$ cat src/common/scmc_pkg.sv
// Constants and rule summary for the serial command mode control block.
package scmc_pkg;

   // Command byte layout.
   localparam int CMD_BITS      = 8;
   localparam int POS_MODE_HI   = 5;
   localparam int POS_MODE_LO   = 4;
   localparam int POS_TARGET_HI = 2;
   localparam logic [7:0] STOP_CODE = 8'h30;
   localparam logic [3:0] LOW_NIBBLE_ZERO = 4'h0;

   // Transfer mode encodings.
   localparam logic [1:0] MODE_WRITE      = 2'h0;
   localparam logic [1:0] MODE_READ       = 2'h1;
   localparam logic [1:0] MODE_CONT_START = 2'h2;
   localparam logic [1:0] MODE_CONT_STOP  = 2'h3;

   // Target codes.
   localparam logic [2:0] TGT_COMMAND = 3'h0;
   localparam logic [2:0] TGT_DATA    = 3'h1;
   localparam logic [2:0] TGT_MODE    = 3'h2;
   localparam logic [2:0] TGT_FILTER  = 3'h3;
   localparam logic [2:0] TGT_DAC     = 3'h4;
   localparam logic [2:0] TGT_OFFSET  = 3'h5;
   localparam logic [2:0] TGT_GAIN    = 3'h6;
   localparam logic [2:0] TGT_TEST    = 3'h7;

   // Data word geometry and FIFO shape.
   localparam int WORD_W     = 24;
   localparam int FIFO_DEPTH = 16;
   localparam int FIFO_W     = WORD_W + 3;
   localparam logic [4:0] LEN_BYTE = 5'h08;
   localparam logic [4:0] LEN_HALF = 5'h10;
   localparam logic [4:0] LEN_FULL = 5'h18;

   // Reset values.
   localparam logic [7:0]  CMD_RESET  = 8'h00;
   localparam logic [23:0] WORD_RESET = 24'h000000;

   // Transfer length in serial bits for a target; status and DAC are one byte.
   function automatic logic [4:0] scmcLen(input logic [2:0] tgt);
      case (tgt)
         TGT_COMMAND: scmcLen = LEN_BYTE;
         TGT_DAC:     scmcLen = LEN_BYTE;
         TGT_MODE:    scmcLen = LEN_HALF;
         default:     scmcLen = LEN_FULL;
      endcase
   endfunction

endpackage

$ cat src/hdl/scmc_ctrl.sv
// Serial command interpreter with its write-data FIFO.
`timescale 1ns/1ns
`default_nettype none

module scmc_fifo #(
   parameter int WIDTH = 27,
   parameter int DEPTH = 16
) (
   // Clock and reset.
   input  wire logic             sys_clk,
   input  wire logic             rst,
   // Filling side.
   input  wire logic             inValid,
   output logic                  inReady,
   input  wire logic [WIDTH-1:0] inData,
   // Draining side.
   output logic                  outValid,
   input  wire logic             outReady,
   output logic [WIDTH-1:0]      outData
);
   localparam int AW = $clog2(DEPTH);

   logic [WIDTH-1:0] mem [DEPTH];
   logic [AW-1:0]    wrPtr_q;
   logic [AW-1:0]    rdPtr_q;
   logic [AW:0]      count_q;
   logic             push;
   logic             pop;

   // Full and empty come straight from the occupancy count.
   assign inReady  = (count_q != (AW+1)'(DEPTH));
   assign outValid = (count_q != '0);
   assign outData  = mem[rdPtr_q];
   assign push     = inValid && inReady;
   assign pop      = outValid && outReady;

   // Storage array has no reset; only occupied slots are ever read.
   always_ff @(posedge sys_clk) begin
      if (push) begin
         mem[wrPtr_q] <= inData;
      end
   end

   // Pointers and count.
   always_ff @(posedge sys_clk) begin
      if (rst) begin
         wrPtr_q <= '0;
         rdPtr_q <= '0;
         count_q <= '0;
      end else begin
         if (push) begin
            wrPtr_q <= wrPtr_q + AW'(1);
         end
         if (pop) begin
            rdPtr_q <= rdPtr_q + AW'(1);
         end
         if (push && !pop) begin
            count_q <= count_q + (AW+1)'(1);
         end else if (pop && !push) begin
            count_q <= count_q - (AW+1)'(1);
         end
      end
   end
endmodule

module scmc_ctrl
   import scmc_pkg::*;
(
   // Clock and reset.
   input  wire logic                sys_clk,
   input  wire logic                rst,
   // Serial link from the host.
   input  wire logic                sclk,
   input  wire logic                din,
   output logic                     dout,
   // Read data source; rdData must follow rdTarget.
   output logic [2:0]               rdTarget,
   output logic                     rdStart,
   input  wire logic [WORD_W-1:0]   rdData,
   // Completed writes, target above data.
   output logic                     wrValid,
   input  wire logic                wrReady,
   output logic [FIFO_W-1:0]        wrWord,
   // Status.
   output logic                     contActive,
   output logic                     wrBusy
);
   typedef enum {ST_CMD, ST_WRITE, ST_READ, ST_CONT} scmc_state_t;

   scmc_state_t      state_q;
   logic [2:0]       sclkSync_q;
   logic [2:0]       dinSync_q;
   logic             sclkLvl_q;
   logic             rise;
   logic             fall;
   logic             bit_;
   logic [7:0]       cmd_q;
   logic [7:0]       cmdNext;
   logic [3:0]       cmdCnt_q;
   logic [2:0]       byteCnt_q;
   logic [4:0]       bitCnt_q;
   logic [4:0]       len_q;
   logic [WORD_W-1:0] inShift_q;
   logic [WORD_W-1:0] outShift_q;
   logic             loadPend_q;
   logic             dout_q;
   logic             rdStart_q;
   logic             pushValid_q;
   logic [FIFO_W-1:0] pushWord_q;
   logic             pushReady;
   logic             stall;
   logic [4:0]       newLen;

   // Three-stage synchronisers; a serial clock change counts when stages two and three agree.
   always_ff @(posedge sys_clk) begin
      if (rst) begin
         sclkSync_q <= 3'h0;
         dinSync_q  <= 3'h0;
      end else begin
         sclkSync_q <= {sclkSync_q[1:0], sclk};
         dinSync_q  <= {dinSync_q[1:0], din};
      end
   end

   // Filtered serial clock level for edge finding.
   always_ff @(posedge sys_clk) begin
      if (rst) begin
         sclkLvl_q <= 1'b0;
      end else if (sclkSync_q[1] == sclkSync_q[2]) begin
         sclkLvl_q <= sclkSync_q[2];
      end
   end

   // A pending write the FIFO cannot take freezes the serial engine.
   assign stall   = pushValid_q && !pushReady;
   assign rise    = (sclkSync_q[1] == sclkSync_q[2]) && sclkSync_q[2] && !sclkLvl_q && !stall;
   assign fall    = (sclkSync_q[1] == sclkSync_q[2]) && !sclkSync_q[2] && sclkLvl_q && !stall;
   assign bit_    = dinSync_q[2];
   assign cmdNext = {cmd_q[6:0], bit_};
   assign newLen  = scmcLen(cmdNext[POS_TARGET_HI:0]);

   // Command decode and transfer sequencing on rising serial edges.
   always_ff @(posedge sys_clk) begin
      if (rst) begin
         state_q    <= ST_CMD;
         cmd_q      <= CMD_RESET;
         cmdCnt_q   <= 4'h0;
         byteCnt_q  <= 3'h0;
         bitCnt_q   <= 5'h00;
         len_q      <= LEN_BYTE;
         rdTarget   <= TGT_COMMAND;
         inShift_q  <= WORD_RESET;
         loadPend_q <= 1'b0;
      end else if (rise) begin
         cmd_q <= cmdNext;
         case (state_q)
            ST_CMD: begin
               if (cmdCnt_q == 4'h0 && bit_) begin
                  cmdCnt_q <= 4'h0; // Gate bit high: hold at the first bit.
               end else if (cmdCnt_q != 4'(CMD_BITS - 1)) begin
                  cmdCnt_q <= cmdCnt_q + 4'h1;
               end else begin
                  cmdCnt_q <= 4'h0;
                  bitCnt_q <= 5'h00;
                  len_q    <= newLen;
                  // Clear old data so that a short write stays right-aligned with zeros above it.
                  inShift_q <= WORD_RESET;
                  rdTarget <= cmdNext[POS_TARGET_HI:0];
                  case (cmdNext[POS_MODE_HI:POS_MODE_LO])
                     MODE_WRITE: begin
                        // A write to the command target is simply the next command.
                        if (cmdNext[POS_TARGET_HI:0] != TGT_COMMAND) begin
                           state_q <= ST_WRITE;
                        end
                     end
                     MODE_READ: begin
                        state_q    <= ST_READ;
                        loadPend_q <= 1'b1;
                     end
                     MODE_CONT_START: begin
                        state_q    <= ST_CONT;
                        byteCnt_q  <= 3'h0;
                        loadPend_q <= 1'b1;
                     end
                     default: begin
                        state_q <= ST_CMD; // Stop outside continuous read is a no-op.
                     end
                  endcase
               end
            end
            ST_WRITE: begin
               inShift_q <= {inShift_q[WORD_W-2:0], bit_};
               bitCnt_q  <= bitCnt_q + 5'h01;
               if (bitCnt_q == len_q - 5'h01) begin
                  state_q <= ST_CMD;
               end
            end
            ST_READ: begin
               bitCnt_q <= bitCnt_q + 5'h01;
               if (bitCnt_q == len_q - 5'h01) begin
                  state_q <= ST_CMD;
               end
            end
            ST_CONT: begin
               // Data input is checked for the stop code at every eighth edge, on byte boundaries, while words stream out.
               byteCnt_q <= byteCnt_q + 3'h1;
               if (byteCnt_q == 3'h7 && cmdNext[7:4] == STOP_CODE[7:4]
                   && cmdNext[3:0] == LOW_NIBBLE_ZERO) begin
                  state_q <= ST_CMD;
               end else if (bitCnt_q == len_q - 5'h01) begin
                  bitCnt_q   <= 5'h00;
                  loadPend_q <= 1'b1; // Next transfer reads the same target.
               end else begin
                  bitCnt_q <= bitCnt_q + 5'h01;
               end
            end
            default: begin
               state_q <= ST_CMD;
            end
         endcase
      end else if (fall && loadPend_q) begin
         loadPend_q <= 1'b0;
      end
   end

   // Read shifter: loads on the falling edge after a read begins, shifts on the rest.
   always_ff @(posedge sys_clk) begin
      if (rst) begin
         outShift_q <= WORD_RESET;
         dout_q     <= 1'b0;
         rdStart_q  <= 1'b0;
      end else begin
         rdStart_q <= 1'b0;
         if (fall && (state_q == ST_READ || state_q == ST_CONT)) begin
            if (loadPend_q) begin
               outShift_q <= rdData << (5'(WORD_W) - len_q);
               dout_q     <= rdData[len_q - 5'h01];
               rdStart_q  <= 1'b1;
            end else begin
               outShift_q <= {outShift_q[WORD_W-2:0], 1'b0};
               dout_q     <= outShift_q[WORD_W-2];
            end
         end
      end
   end

   // Completed write words wait here until the FIFO accepts them.
   always_ff @(posedge sys_clk) begin
      if (rst) begin
         pushValid_q <= 1'b0;
         pushWord_q  <= '0;
      end else if (rise && state_q == ST_WRITE && bitCnt_q == len_q - 5'h01) begin
         pushValid_q <= 1'b1;
         pushWord_q  <= {rdTarget, inShift_q[WORD_W-2:0], bit_};
      end else if (pushReady) begin
         pushValid_q <= 1'b0;
      end
   end

   scmc_fifo #(
      .WIDTH (FIFO_W),
      .DEPTH (FIFO_DEPTH)
   ) writeFifo (
      .sys_clk  (sys_clk),
      .rst      (rst),
      .inValid  (pushValid_q),
      .inReady  (pushReady),
      .inData   (pushWord_q),
      .outValid (wrValid),
      .outReady (wrReady),
      .outData  (wrWord)
   );

   assign dout       = dout_q;
   assign rdStart    = rdStart_q;
   assign contActive = (state_q == ST_CONT);
   assign wrBusy     = stall;
endmodule

`default_nettype wire

$ cat config.mk
export PLATFORM = sky130hd
export DESIGN_NAME = scmc_ctrl
export DESIGN_NICKNAME = d
export VERILOG_FILES = /design/src/common/scmc_pkg.sv /design/src/hdl/scmc_ctrl.sv
export SDC_FILE = /design/constraint.sdc
export NUM_CORES = 1
export LEC_CHECK = 0
export BUFFER_PORTS_ARGS = -buffer_cell sky130_fd_sc_hd__buf_2
export CAP_MARGIN = 10
export CORE_MARGIN = 2
export CORE_UTILIZATION = 24
export DETAILED_ROUTE_END_ITERATION = 8
export SYNTH_ARGS = -nofsm -noshare
export SYNTH_HDL_FRONTEND = slang
export SYNTH_SLANG_ARGS = --single-unit
$ cat constraint.sdc
create_clock -name sys_clk -period 3.8 [get_ports sys_clk]
set_input_delay 0.76 -clock sys_clk [delete_from_list [all_inputs] [get_ports sys_clk]]
set_output_delay 0.76 -clock sys_clk [all_outputs]
set_load 0.03 [all_outputs]
==> flow_summary_export.csv, run 1 <==
group,metric,value,unit
status,outcome,"finished, final reports clean",
cells_and_area,final_cell_count_no_fill,2536,
timing,hold_viol,0,
grt,gr-total-overflow,0,
placement,io_buffers,63,
min_path,holdCritPathClass,"in -> reg",
cells_and_area,syn_to_final_growth,18.0,%
synthesis,synth_area_leader_cell,"edfxtp_1",
floorplanning,die_h,306,um
synthesis,ys_types,54,
synthesis,async_flop_share,0,%
clock_network,cts_setup_buffers,0,
synthesis,ys_top_cells_by_area,"edfxtp_1 59%, mux4_2 14%, dfxtp_1 12%, nor2_1 2.0%, mux2i_1 2.0%",
floorplanning,io_pins,64,
synthesis,ys.flop_type,"edfxtp_1",
cells_and_area,mostFrequentLayoutCells,"432 x edfxtp_1, 135 x mux4_2, 123 x dfxtp_1",
clock_network,cts_root_buf,"clkbuf_16",
setup_path,path_max_fanout,31,
clock_network,hold_buffers,0,
power,power_density,539,nW/um^2
clock_network,cts.sinks,559,
clock_network,postCtsResizedCells,0,
routing,drc,0,
setup_path,critPathKind,"reg -> out",
routing,firstDrtPassIters,5,
routing,wl_per_cell,19.5,um
timing,grt_setup_unrepaired,"no",
grt,grt_pass1_vias,11600,
cells_and_area,drive_above_1_share,26.0,%
clock_network,cts-htree-levels,2,
cells_and_area,mostFrequentLayoutCell,"edfxtp_1",
setup_path,reg2reg_depth,11,
setup_path,critPathSlowestCell,"mux4_2",
setup_path,endpoint_kind,"primary output",
grt,antenna_found_initial,0,
setup_path,crit_arrival,2.84,ns
setup_path,reg2reg_setup_slack,0.78,ns
cells_and_area,fillers,8877,
routing,drt_iter0_markers,979,
power,p_leak,8.07,nW
clock_network,cts.path.max_buffers,3,
setup_path,cp_cell_sequence,"buf_4 > mux4_2 > mux4_2 > buf_2",
timing,max_freq,0.278,GHz
synthesis,synth.yosys.seq_area_share,71.1,%
timing,setup_tns,0,ns
min_path,hold_depth,2,
synthesis,synth_top_area_share,59.4,%
synthesis,postSynthRegisterBits,559,
floorplanning,start_util,24.2,%
clock_network,cts_tree,"yes",
grt,grt_pass1_wl,74200,um
clock_network,clk_pin_slew,0.06,ns
timing,maxSlewViolCount,0,
routing,drtAntennaViolNets,0,
synthesis,syn_nets,1281,
setup_path,crit_path_frequent_cell,"mux4_2",
min_path,hold_start,"sclk",
placement,dp_hpwl,27800,um
power,power,0.0139,W
power,vdd_ir_drop_max,0.000399,V
synthesis,yosys_warnings,0,
setup_path,rr_endpoint,"writeFifo.count_q[4]$_SDFFE_PP0P_",
placement,place_inst,2429,
floorplanning,core-area,90000,sq um
setup_path,r2r-start,"writeFifo.count_q[0]$_SDFFE_PP0P_",
clock_network,cts-buffers-inserted,56,
timing,setup_viol,0,
floorplanning,die_w,306,um
floorplanning,rows,110,
timing,slew_headroom,35.2,%
cells_and_area,nets,1364,
timing,period_needed,3.60,ns
grt,track_usage,10.5,%
timing,period_share,94.7,%
setup_path,critPathRequiredTime,3.04,ns
synthesis,synth-edff-count,432,
clock_network,insertion_delay,0.63,ns
setup_path,cp-start-kind,"flop",
routing,wl,49400,um
synthesis,synth_cells,1228,
synthesis,syn_avg_cell_area,17.8,sq um
placement,gp_congestion,0.767,
routing,vias_per_cell,4.45,
synthesis,syn-cell-area,21800,sq um
setup_path,cp_slowest_stage_delay,0.60,ns
floorplanning,dieArea,93400,sq um
job,max_cap_viol_count,0,
min_path,holdPathEnd,"sclkSync_q[0]$_SDFF_PP0_",
timing,tightest_slew,0.972,ns
routing,vias,11300,
timing,clock_skew,0.0204,ns
grt,grt_max_degree,102,
report_power, final:
group | internal (W) | switching, W | total, W
Clock | 0.00326 | 0.00238 | 0.00564
Combinational | 0.000827 | 0.000813 | 0.00164
Sequential | 0.00652 | 0.0000735 | 0.00660
Total | 0.0106 | 0.00327 | 0.0139
worst max-delay path: cells and delay by family, from the launching register on:
family,cells,cell delay [ns]
buf+inv,2,0.77
flops,1,0.38
mux,2,1.07
Yosys cell counts, types with 2 or more instances:
cell type,number
a21o_1,3
a221oi_1,15
clkbuf_1,37
buf_1,5
mux2_2,9
mux2i_1,44
inv_1,26
buf_4,3
xor2_1,5
nor2_1,118
buf_6,6
nand4_1,2
dfxtp_1,127
a22oi_1,24
o22ai_1,8
a211oi_1,12
or3_1,12
mux4_2,135
ha_1,23
o21ai_2,2
edfxtp_1,432
nand3_1,9
a2bb2oi_1,2
nand2b_1,6
nor2b_1,8
a21oi_1,36
buf_2,21
o21a_1,2
or4_1,3
o21ai_0,5
nor3_1,17
nand2_1,40
and3_1,3
nand4b_1,3
xnor2_1,6
flip-flops by register name, indices dropped and copies added, names as in the netlist, named ones only:
register and flops:
bitCnt_q 5, byteCnt_q 3, cmdCnt_q 4, cmd_q 7, dinSync_q 3, dout 1
inShift_q 23, len_q 2, loadPend_q 1, outShift_q 23, pushValid_q 1, pushWord_q 27
rdStart 1, rdTarget 3, sclkLvl_q 1, sclkSync_q 3, state_q 2, writeFifo.count_q 5
writeFifo.mem 432, writeFifo.rdPtr_q 4, writeFifo.wrPtr_q 4
cell type report:
type,instances,area (sq um),share of cell area (%)
clock inverter,31,338,1.31
sequential,559,15500,60.3
timing repair buffer,97,761,2.96
antenna,1,2.50,0.00972
inverter,27,101,0.394
tap,1176,1470,5.72
clock buffer,75,1570,6.09
multi-input combinational,570,5970,23.2
worst max-delay path by stage:
| stage | from | endpoint | slack [ns] | cells past startpoint |
|---|---|---|---|---|
| 5_1_grt | flop | wrWord[1] | 0.04 | 4 |
| 4_1_cts | flop | wrWord[4] | 0.11 | 4 |
| 6_report | flop | wrWord[1] | 0.20 | 4 |
| 3_5_place_dp | flop | wrWord[4] | 0.78 | 4 |
| 2_1_floorplan | writeFifo.count_q[0]$_SDFFE_PP0P_ | writeFifo.mem[3][0]$_DFFE_PP_ | 0.29 | 4 |
| 3_3_place_gp | flop | wrWord[6] | 0.79 | 4 |
per-layer routing:
| metal | up-vias | GRT usage (%) | routed length, um |
|---|---|---|---|
| met4 | 0 | 3.00 | 1030 |
| li1 | 5029 | - | - |
| met2 | 327 | 16.5 | 23000 |
| met1 | 5870 | 14.6 | 22200 |
| met5 | - | 0 | 0 |
| met3 | 71 | 2.24 | 3150 |
per-stage QoR:
step | hold slack (ns) | area, sq um | util (%) | worst slack (ns)
after floorplan | 0.414 | 21800 | - | 0.291
after global placement | 0.420 | 23800 | 26.5 | 0.792
after detailed placement | 0.431 | 23800 | 26.5 | 0.776
after CTS | 0.346 | 25700 | 28.6 | 0.114
after global routing | 0.356 | 25700 | 28.6 | 0.0357
final | 0.379 | 25700 | 28.6 | 0.201
cells by family after synthesis:
family | after synthesis | synth area share (%)
AND/OR/NAND/NOR | 229 | 4.78
adder cells (fa/ha/maj) | 24 | 1.41
buffers and inverters | 99 | 2.08
XOR/XNOR | 11 | 0.441
flip-flops | 559 | 71.1
AO/OA/AOI/OAI | 118 | 3.77
multiplexers | 188 | 16.4
Note: power is estimated with default switching activity, not from simulation.
==> run 2: changes to the inputs <==
--- a/config.mk
+++ b/config.mk
@@ -7,6 +7,7 @@
 export LEC_CHECK = 0
 export BUFFER_PORTS_ARGS = -buffer_cell sky130_fd_sc_hd__buf_2
 export CAP_MARGIN = 10
+export CORE_ASPECT_RATIO = 1.75
 export CORE_MARGIN = 2
 export CORE_UTILIZATION = 24
 export DETAILED_ROUTE_END_ITERATION = 8
==> run 2 against run 1 <==
Sequential power about the same. Sequential cell count unchanged. Clock power decreased by 5.0%. Cell area decreased by 0.51%. Clock skew increased by 0.029 ns. Routed wire length decreased by 0.93%. Non-clock buffer count increased by 14. Highest routed layer unchanged.
==> flow_summary_export.csv, run 2 (synthesis gave the netlist of run 1 again) <==
group,metric,value,unit
setup_path,critPathRequiredTime,3.04,ns
min_path,hold_start,"din",
clock_network,cts-htree-levels,2,
cells_and_area,reg_top3,"writeFifo.mem (432), pushWord_q (27)",
status,outcome,"finished, final reports clean",
placement,io_buffers,63,
clock_network,insertion_delay,0.63,ns
power,swShare,23.4,%
min_path,hold_depth,2,
power,pwr-share-comb,12.5,%
floorplanning,start_util,24.2,%
floorplanning,rows,146,
floorplanning,dieArea,93400,sq um
routing,drc,0,
min_path,holdPathEnd,"dinSync_q[0]$_SDFF_PP0_",
timing,max_freq,0.285,GHz
timing,setup_tns,0,ns
floorplanning,die_h,403,um
power,power.share.clock,39.2,%
timing,tightest_slew,0.798,ns
cells_and_area,largest_reg_flops,432,
cells_and_area,mostFrequentLayoutCells,"432 x edfxtp_1, 135 x mux4_2, 123 x dfxtp_1",
floorplanning,io_pins,64,
timing,maxSlewViolCount,0,
setup_path,cp-start-kind,"flop",
setup_path,crit_arrival,2.75,ns
floorplanning,die_w,232,um
setup_path,path_max_fanout,36,
cells_and_area,antennaDiodeCount,0,
grt,track_usage,10.4,%
setup_path,r2r-start,"writeFifo.count_q[0]$_SDFFE_PP0P_",
routing,drt_iter0_markers,830,
routing,vias,11200,
setup_path,reg2reg_depth,11,
cells_and_area,mostFrequentLayoutCell,"edfxtp_1",
clock_network,cts.path.max_buffers,3,
routing,firstDrtPassIters,5,
grt,grt_max_degree,68,
clock_network,clk_pin_slew,0.06,ns
grt,gr-total-overflow,0,
power,intPower,0.0105,W
timing,slew_headroom,46.8,%
placement,place_area,23800,sq um
cells_and_area,fillers,9012,
grt,grt_pass1_vias,11800,
timing,hold_viol,0,
clock_network,cts-buffers-inserted,52,
routing,wl_per_cell,19.2,um
setup_path,endpoint_kind,"primary output",
clock_network,cts_root_buf,"clkbuf_16",
timing,period_share,92.3,%
routing,drtAntennaViolNets,0,
routing,vias_per_cell,4.42,
timing,grt_setup_unrepaired,"no",
power,power.net_switching,0.00320,W
cells_and_area,top_register,"writeFifo.mem",
timing,period_needed,3.51,ns
cells_and_area,final_area,25600,sq um
power,power_frac_seq,48.2,%
setup_path,reg2reg_setup_slack,0.82,ns
setup_path,rr_endpoint,"writeFifo.count_q[4]$_SDFFE_PP0P_",
placement,dp_hpwl,28400,um
routing,wl,48900,um
min_path,holdCritPathClass,"in -> reg",
clock_network,cts.sinks,559,
job,max_cap_viol_count,0,
timing,setup_viol,0,
clock_network,cts_tree,"yes",
cells_and_area,syn_to_final_growth,17.4,%
power,p_leak,8.05,nW
power,vdd_ir_drop_max,0.000334,V
timing,clock_skew,0.0492,ns
cells_and_area,nets,1374,
floorplanning,core-area,90200,sq um
setup_path,critPathKind,"reg -> out",
placement,gp_congestion,0.731,
power,power_density,534,nW/um^2
grt,grt_pass1_wl,73300,um
grt,antenna_found_initial,1,
cells_and_area,drive_above_1_share,27.0,%
[run 2: cell types whose count changed in the layout (fill, tap and decap cells not counted), moves of 5 or more]
cell	before	now
clkbuf_1	13	8
clkinv_1	10	4
clkbuf_16	59	52
buf_4	20	42
buf_12	15	7
[run 2: worst max-delay path by stage]
stage	endpoint	start	cells past startpoint
floorplan	writeFifo.mem[3][0]$_DFFE_PP_	writeFifo.count_q[0]$_SDFFE_PP0P_	4
global placement	wrWord[24]	flop	4
detailed placement	wrWord[24]	flop	4
CTS	wrWord[24]	flop	4
global route	wrWord[24]	flop	4
finish	wrWord[24]	flop	4
[run 2: critical path, cell delays in order, from the launching register on]
cell and delay (ns):
dfxtp_4 0.49, buf_12 0.32, mux4_2 0.55, mux4_2 0.53, buf_2 0.21
[run 2: timing repair]
item | CTS | global route
gates resized for setup | 0 | 0
hold endpoints to repair | 0 | 0
setup buffers | 0 | 11
hold buffers | 0 | 0
endpoints found under the setup margin | 0 | 1
[run 2: layout make-up]
type	count	area, sq um	share of cell area, %
multi-input combinational	570	5970	23.3
clock buffer	66	1410	5.52
timing repair buffer	111	766	2.99
clock inverter	28	348	1.36
sequential	559	15500	60.6
tap	1184	1480	5.78
inverter	27	101	0.396
[run 2: power groups by stage]
stage	logic (W)	registers [W]	clock network, W
6_report	0.00171	0.00659	0.00536
5_1_grt	0.00185	0.00659	0.00572
2_1_floorplan	0.00132	0.00667	0
3_5_place_dp	0.00170	0.00674	0
3_3_place_gp	0.00169	0.00674	0
4_1_cts	0.00171	0.00660	0.00549
[run 2: metrics by stage]
| step | utilization [%] | setup slack, ns | instances | total power, W | hold slack (ns) |
|---|---|---|---|---|---|
| floorplan | - | 0.291 | 1228 | 0.00800 | 0.414 |
| global placement | 26.3 | 0.762 | 2440 | 0.00842 | 0.423 |
| detailed placement | 26.3 | 0.751 | 2440 | 0.00844 | 0.423 |
| CTS | 28.3 | 0.0750 | 2534 | 0.0138 | 0.335 |
| global route | 28.4 | 0.152 | 2545 | 0.0142 | 0.366 |
| finish | 28.4 | 0.291 | 2545 | 0.0137 | 0.365 |
[run 2: metal layers]
layer / global-route usage (%) / part of all wire [%] / wire (um) / vias up
met5: 0 / 0 / 0 / -
li1: - / - / - / 5037
met3: 1.44 / 3.5 / 1700 / 84
met4: 3.05 / 2.3 / 1130 / 0
met2: 19.7 / 55 / 26900 / 218
met1: 12.0 / 39 / 19200 / 5906
==> run 3: changes to the inputs <==
==> constraint.sdc (replaced) <==
create_clock -name sys_clk -period 4.08 [get_ports sys_clk]
set_input_delay 0.816 -clock sys_clk [delete_from_list [all_inputs] [get_ports sys_clk]]
set_output_delay 0.816 -clock sys_clk [all_outputs]
set_load 0.03 [all_outputs]
==> run 3 against run 2 <==
Combinational power decreased by 12%. Cell area hardly changed. Setup slack improved by 0.088 ns. Clock power down 8.0%.
==> flow_summary_export.csv, run 3 (synthesis gave the netlist of run 1 again) <==
group,metric,value,unit
status,outcome,"finished, final reports clean",
timing,whs,0.436,ns
power,power.share.clock,39.1,%
setup_path,critPathTopFamily,"multiplexers",
timing,max_freq,0.270,GHz
timing,setup_viol,0,
routing,drt_iter0_markers,708,
floorplanning,die_h,403,um
routing,drc,0,
setup_path,cp_slowest_stage_delay,0.75,ns
clock_network,clk_pin_slew,0.06,ns
timing,setup_tns,0,ns
setup_path,r2r-start,"writeFifo.count_q[0]$_SDFFE_PP0P_",
grt,gr-total-overflow,0,
floorplanning,start_util,24.2,%
cells_and_area,fin_util,28.4,%
floorplanning,rows,146,
min_path,hold_depth,1,
routing,wl,49400,um
routing,wl_per_cell,19.5,um
setup_path,reg2reg_depth,11,
setup_path,critPathSlowestCell,"dfxtp_4",
min_path,holdPathEnd,"dinSync_q[1]$_SDFF_PP0_",
power,p_leak,7.99,nW
cells_and_area,syn_to_final_growth,17.3,%
cells_and_area,regArea,15500,sq um
floorplanning,io_pins,64,
min_path,hold_start,"dinSync_q[0]$_SDFF_PP0_",
grt,antenna_found_initial,2,
placement,gp_congestion,0.732,
clock_network,cts.path.max_buffers,3,
timing,clock_skew,0.0227,ns
min_path,holdCritPathClass,"reg -> reg",
power,swShare,23.5,%
cells_and_area,largest_reg_flops,432,
setup_path,cp-start-kind,"flop",
power,power_density,493,nW/um^2
routing,vias_per_cell,4.42,
setup_path,endpoint_kind,"primary output",
placement,dp_hpwl,29600,um
timing,slew_headroom,34.9,%
timing,grt_setup_unrepaired,"no",
setup_path,critPathRequiredTime,3.26,ns
cells_and_area,drive_above_1_share,26.2,%
power,intPower,0.00965,W
cells_and_area,reg_top3,"writeFifo.mem (432), pushWord_q (27)",
setup_path,critPathKind,"reg -> out",
cells_and_area,fillers,8980,
clock_network,cts-htree-levels,2,
setup_path,reg2reg_setup_slack,1.12,ns
power,power_frac_seq,49.0,%
timing,hold_viol,0,
cells_and_area,mostFrequentLayoutCell,"edfxtp_1",
setup_path,path_max_fanout,37,
power,power.net_switching,0.00297,W
setup_path,crit_arrival,2.88,ns
routing,drtAntennaViolNets,0,
floorplanning,core-area,90200,sq um
floorplanning,dieArea,93400,sq um
setup_path,cp_cell_sequence,"buf_4 > mux4_2 > mux4_2 > buf_2",
routing,vias,11200,
cells_and_area,multiInputGateArea,5970,sq um
clock_network,postCtsResizedCells,0,
grt,grt_max_degree,80,
floorplanning,die_w,232,um
clock_network,cts_setup_buffers,0,
clock_network,insertion_delay,0.61,ns
grt,grt_pass1_vias,11800,
clock_network,cts_root_buf,"clkbuf_16",
power,pwr-share-comb,11.9,%
timing,period_share,90.7,%
grt,grt_pass1_wl,74700,um
cells_and_area,top_register,"writeFifo.mem",
setup_path,crit_buf_inv,2,
job,max_cap_viol_count,0,
cells_and_area,nets,1361,
placement,io_buffers,63,
grt,track_usage,10.6,%
cells_and_area,mostFrequentLayoutCells,"432 x edfxtp_1, 135 x mux4_2, 123 x dfxtp_1",
clock_network,cts.sinks,559,
clock_network,cts_tree,"yes",
timing,tightest_slew,0.977,ns
timing,maxSlewViolCount,0,
setup_path,crit_path_frequent_cell,"mux4_2",
clock_network,cts-buffers-inserted,53,
power,vdd_ir_drop_max,0.000294,V
routing,firstDrtPassIters,5,
timing,period_needed,3.70,ns
setup_path,rr_endpoint,"writeFifo.count_q[4]$_SDFFE_PP0P_",
clock_network,hold_buffers,0,
-- run 3: cell types whose count changed in the layout (fill, tap and decap cells not counted), sizes merged --
cell and change:
diode +1, inv -2, buf -14, clkbuf +2, clkinvlp +3, clkinv +4, bufinv -2
-- run 3: cell type report --
class	count	area share, %
Multi-Input combinational cell	570	23.3
Tap cell	1184	5.79
Inverter	27	0.396
Clock inverter	31	1.19
Clock buffer	68	5.68
Antenna cell	1	0.00978
Sequential cell	559	60.7
Timing Repair Buffer	97	2.92
-- run 3: metrics by stage --
stage               power, W  std cells  instance area, sq um  setup WS [ns]
CTS                   0.0128       2536                 25600          0.283
global route          0.0131       2537                 25600          0.230
global placement     0.00784       2437                 23800          0.941
floorplan            0.00745       1228                 21800          0.571
finish                0.0126       2537                 25600          0.380
detailed placement   0.00785       2437                 23800          0.959
-- run 3: layer usage --
metal  global-route usage, %  up-vias  part of all wire, %
met5                       0        -                    0
met2                    20.4      261                   56
met4                    3.64        0                  2.7
li1                        -     5017                    -
met3                    1.60       82                  3.7
met1                    11.7     5844                   38
-- run 3: worst max-delay path by stage --
stage | startpoint | endpoint | slack (ns) | cells after the start
after floorplan | writeFifo.count_q[0]$_SDFFE_PP0P_ | writeFifo.mem[3][0]$_DFFE_PP_ | 0.57 | 4
after global placement | flop | wrWord[20] | 0.94 | 4
after detailed placement | flop | wrWord[19] | 0.96 | 4
after CTS | flop | wrWord[20] | 0.28 | 4
after global routing | flop | wrWord[23] | 0.23 | 4
final | flop | wrWord[1] | 0.38 | 4
-- run 3: power by group through the flow --
| stage | Clock (W) | Sequential (W) | Combinational (W) |
|---|---|---|---|
| 2_1_floorplan | 0 | 0.00622 | 0.00123 |
| 3_3_place_gp | 0 | 0.00631 | 0.00154 |
| 3_5_place_dp | 0 | 0.00631 | 0.00155 |
| 4_1_cts | 0.00507 | 0.00618 | 0.00155 |
| 5_1_grt | 0.00527 | 0.00619 | 0.00162 |
| 6_report | 0.00493 | 0.00618 | 0.00150 |
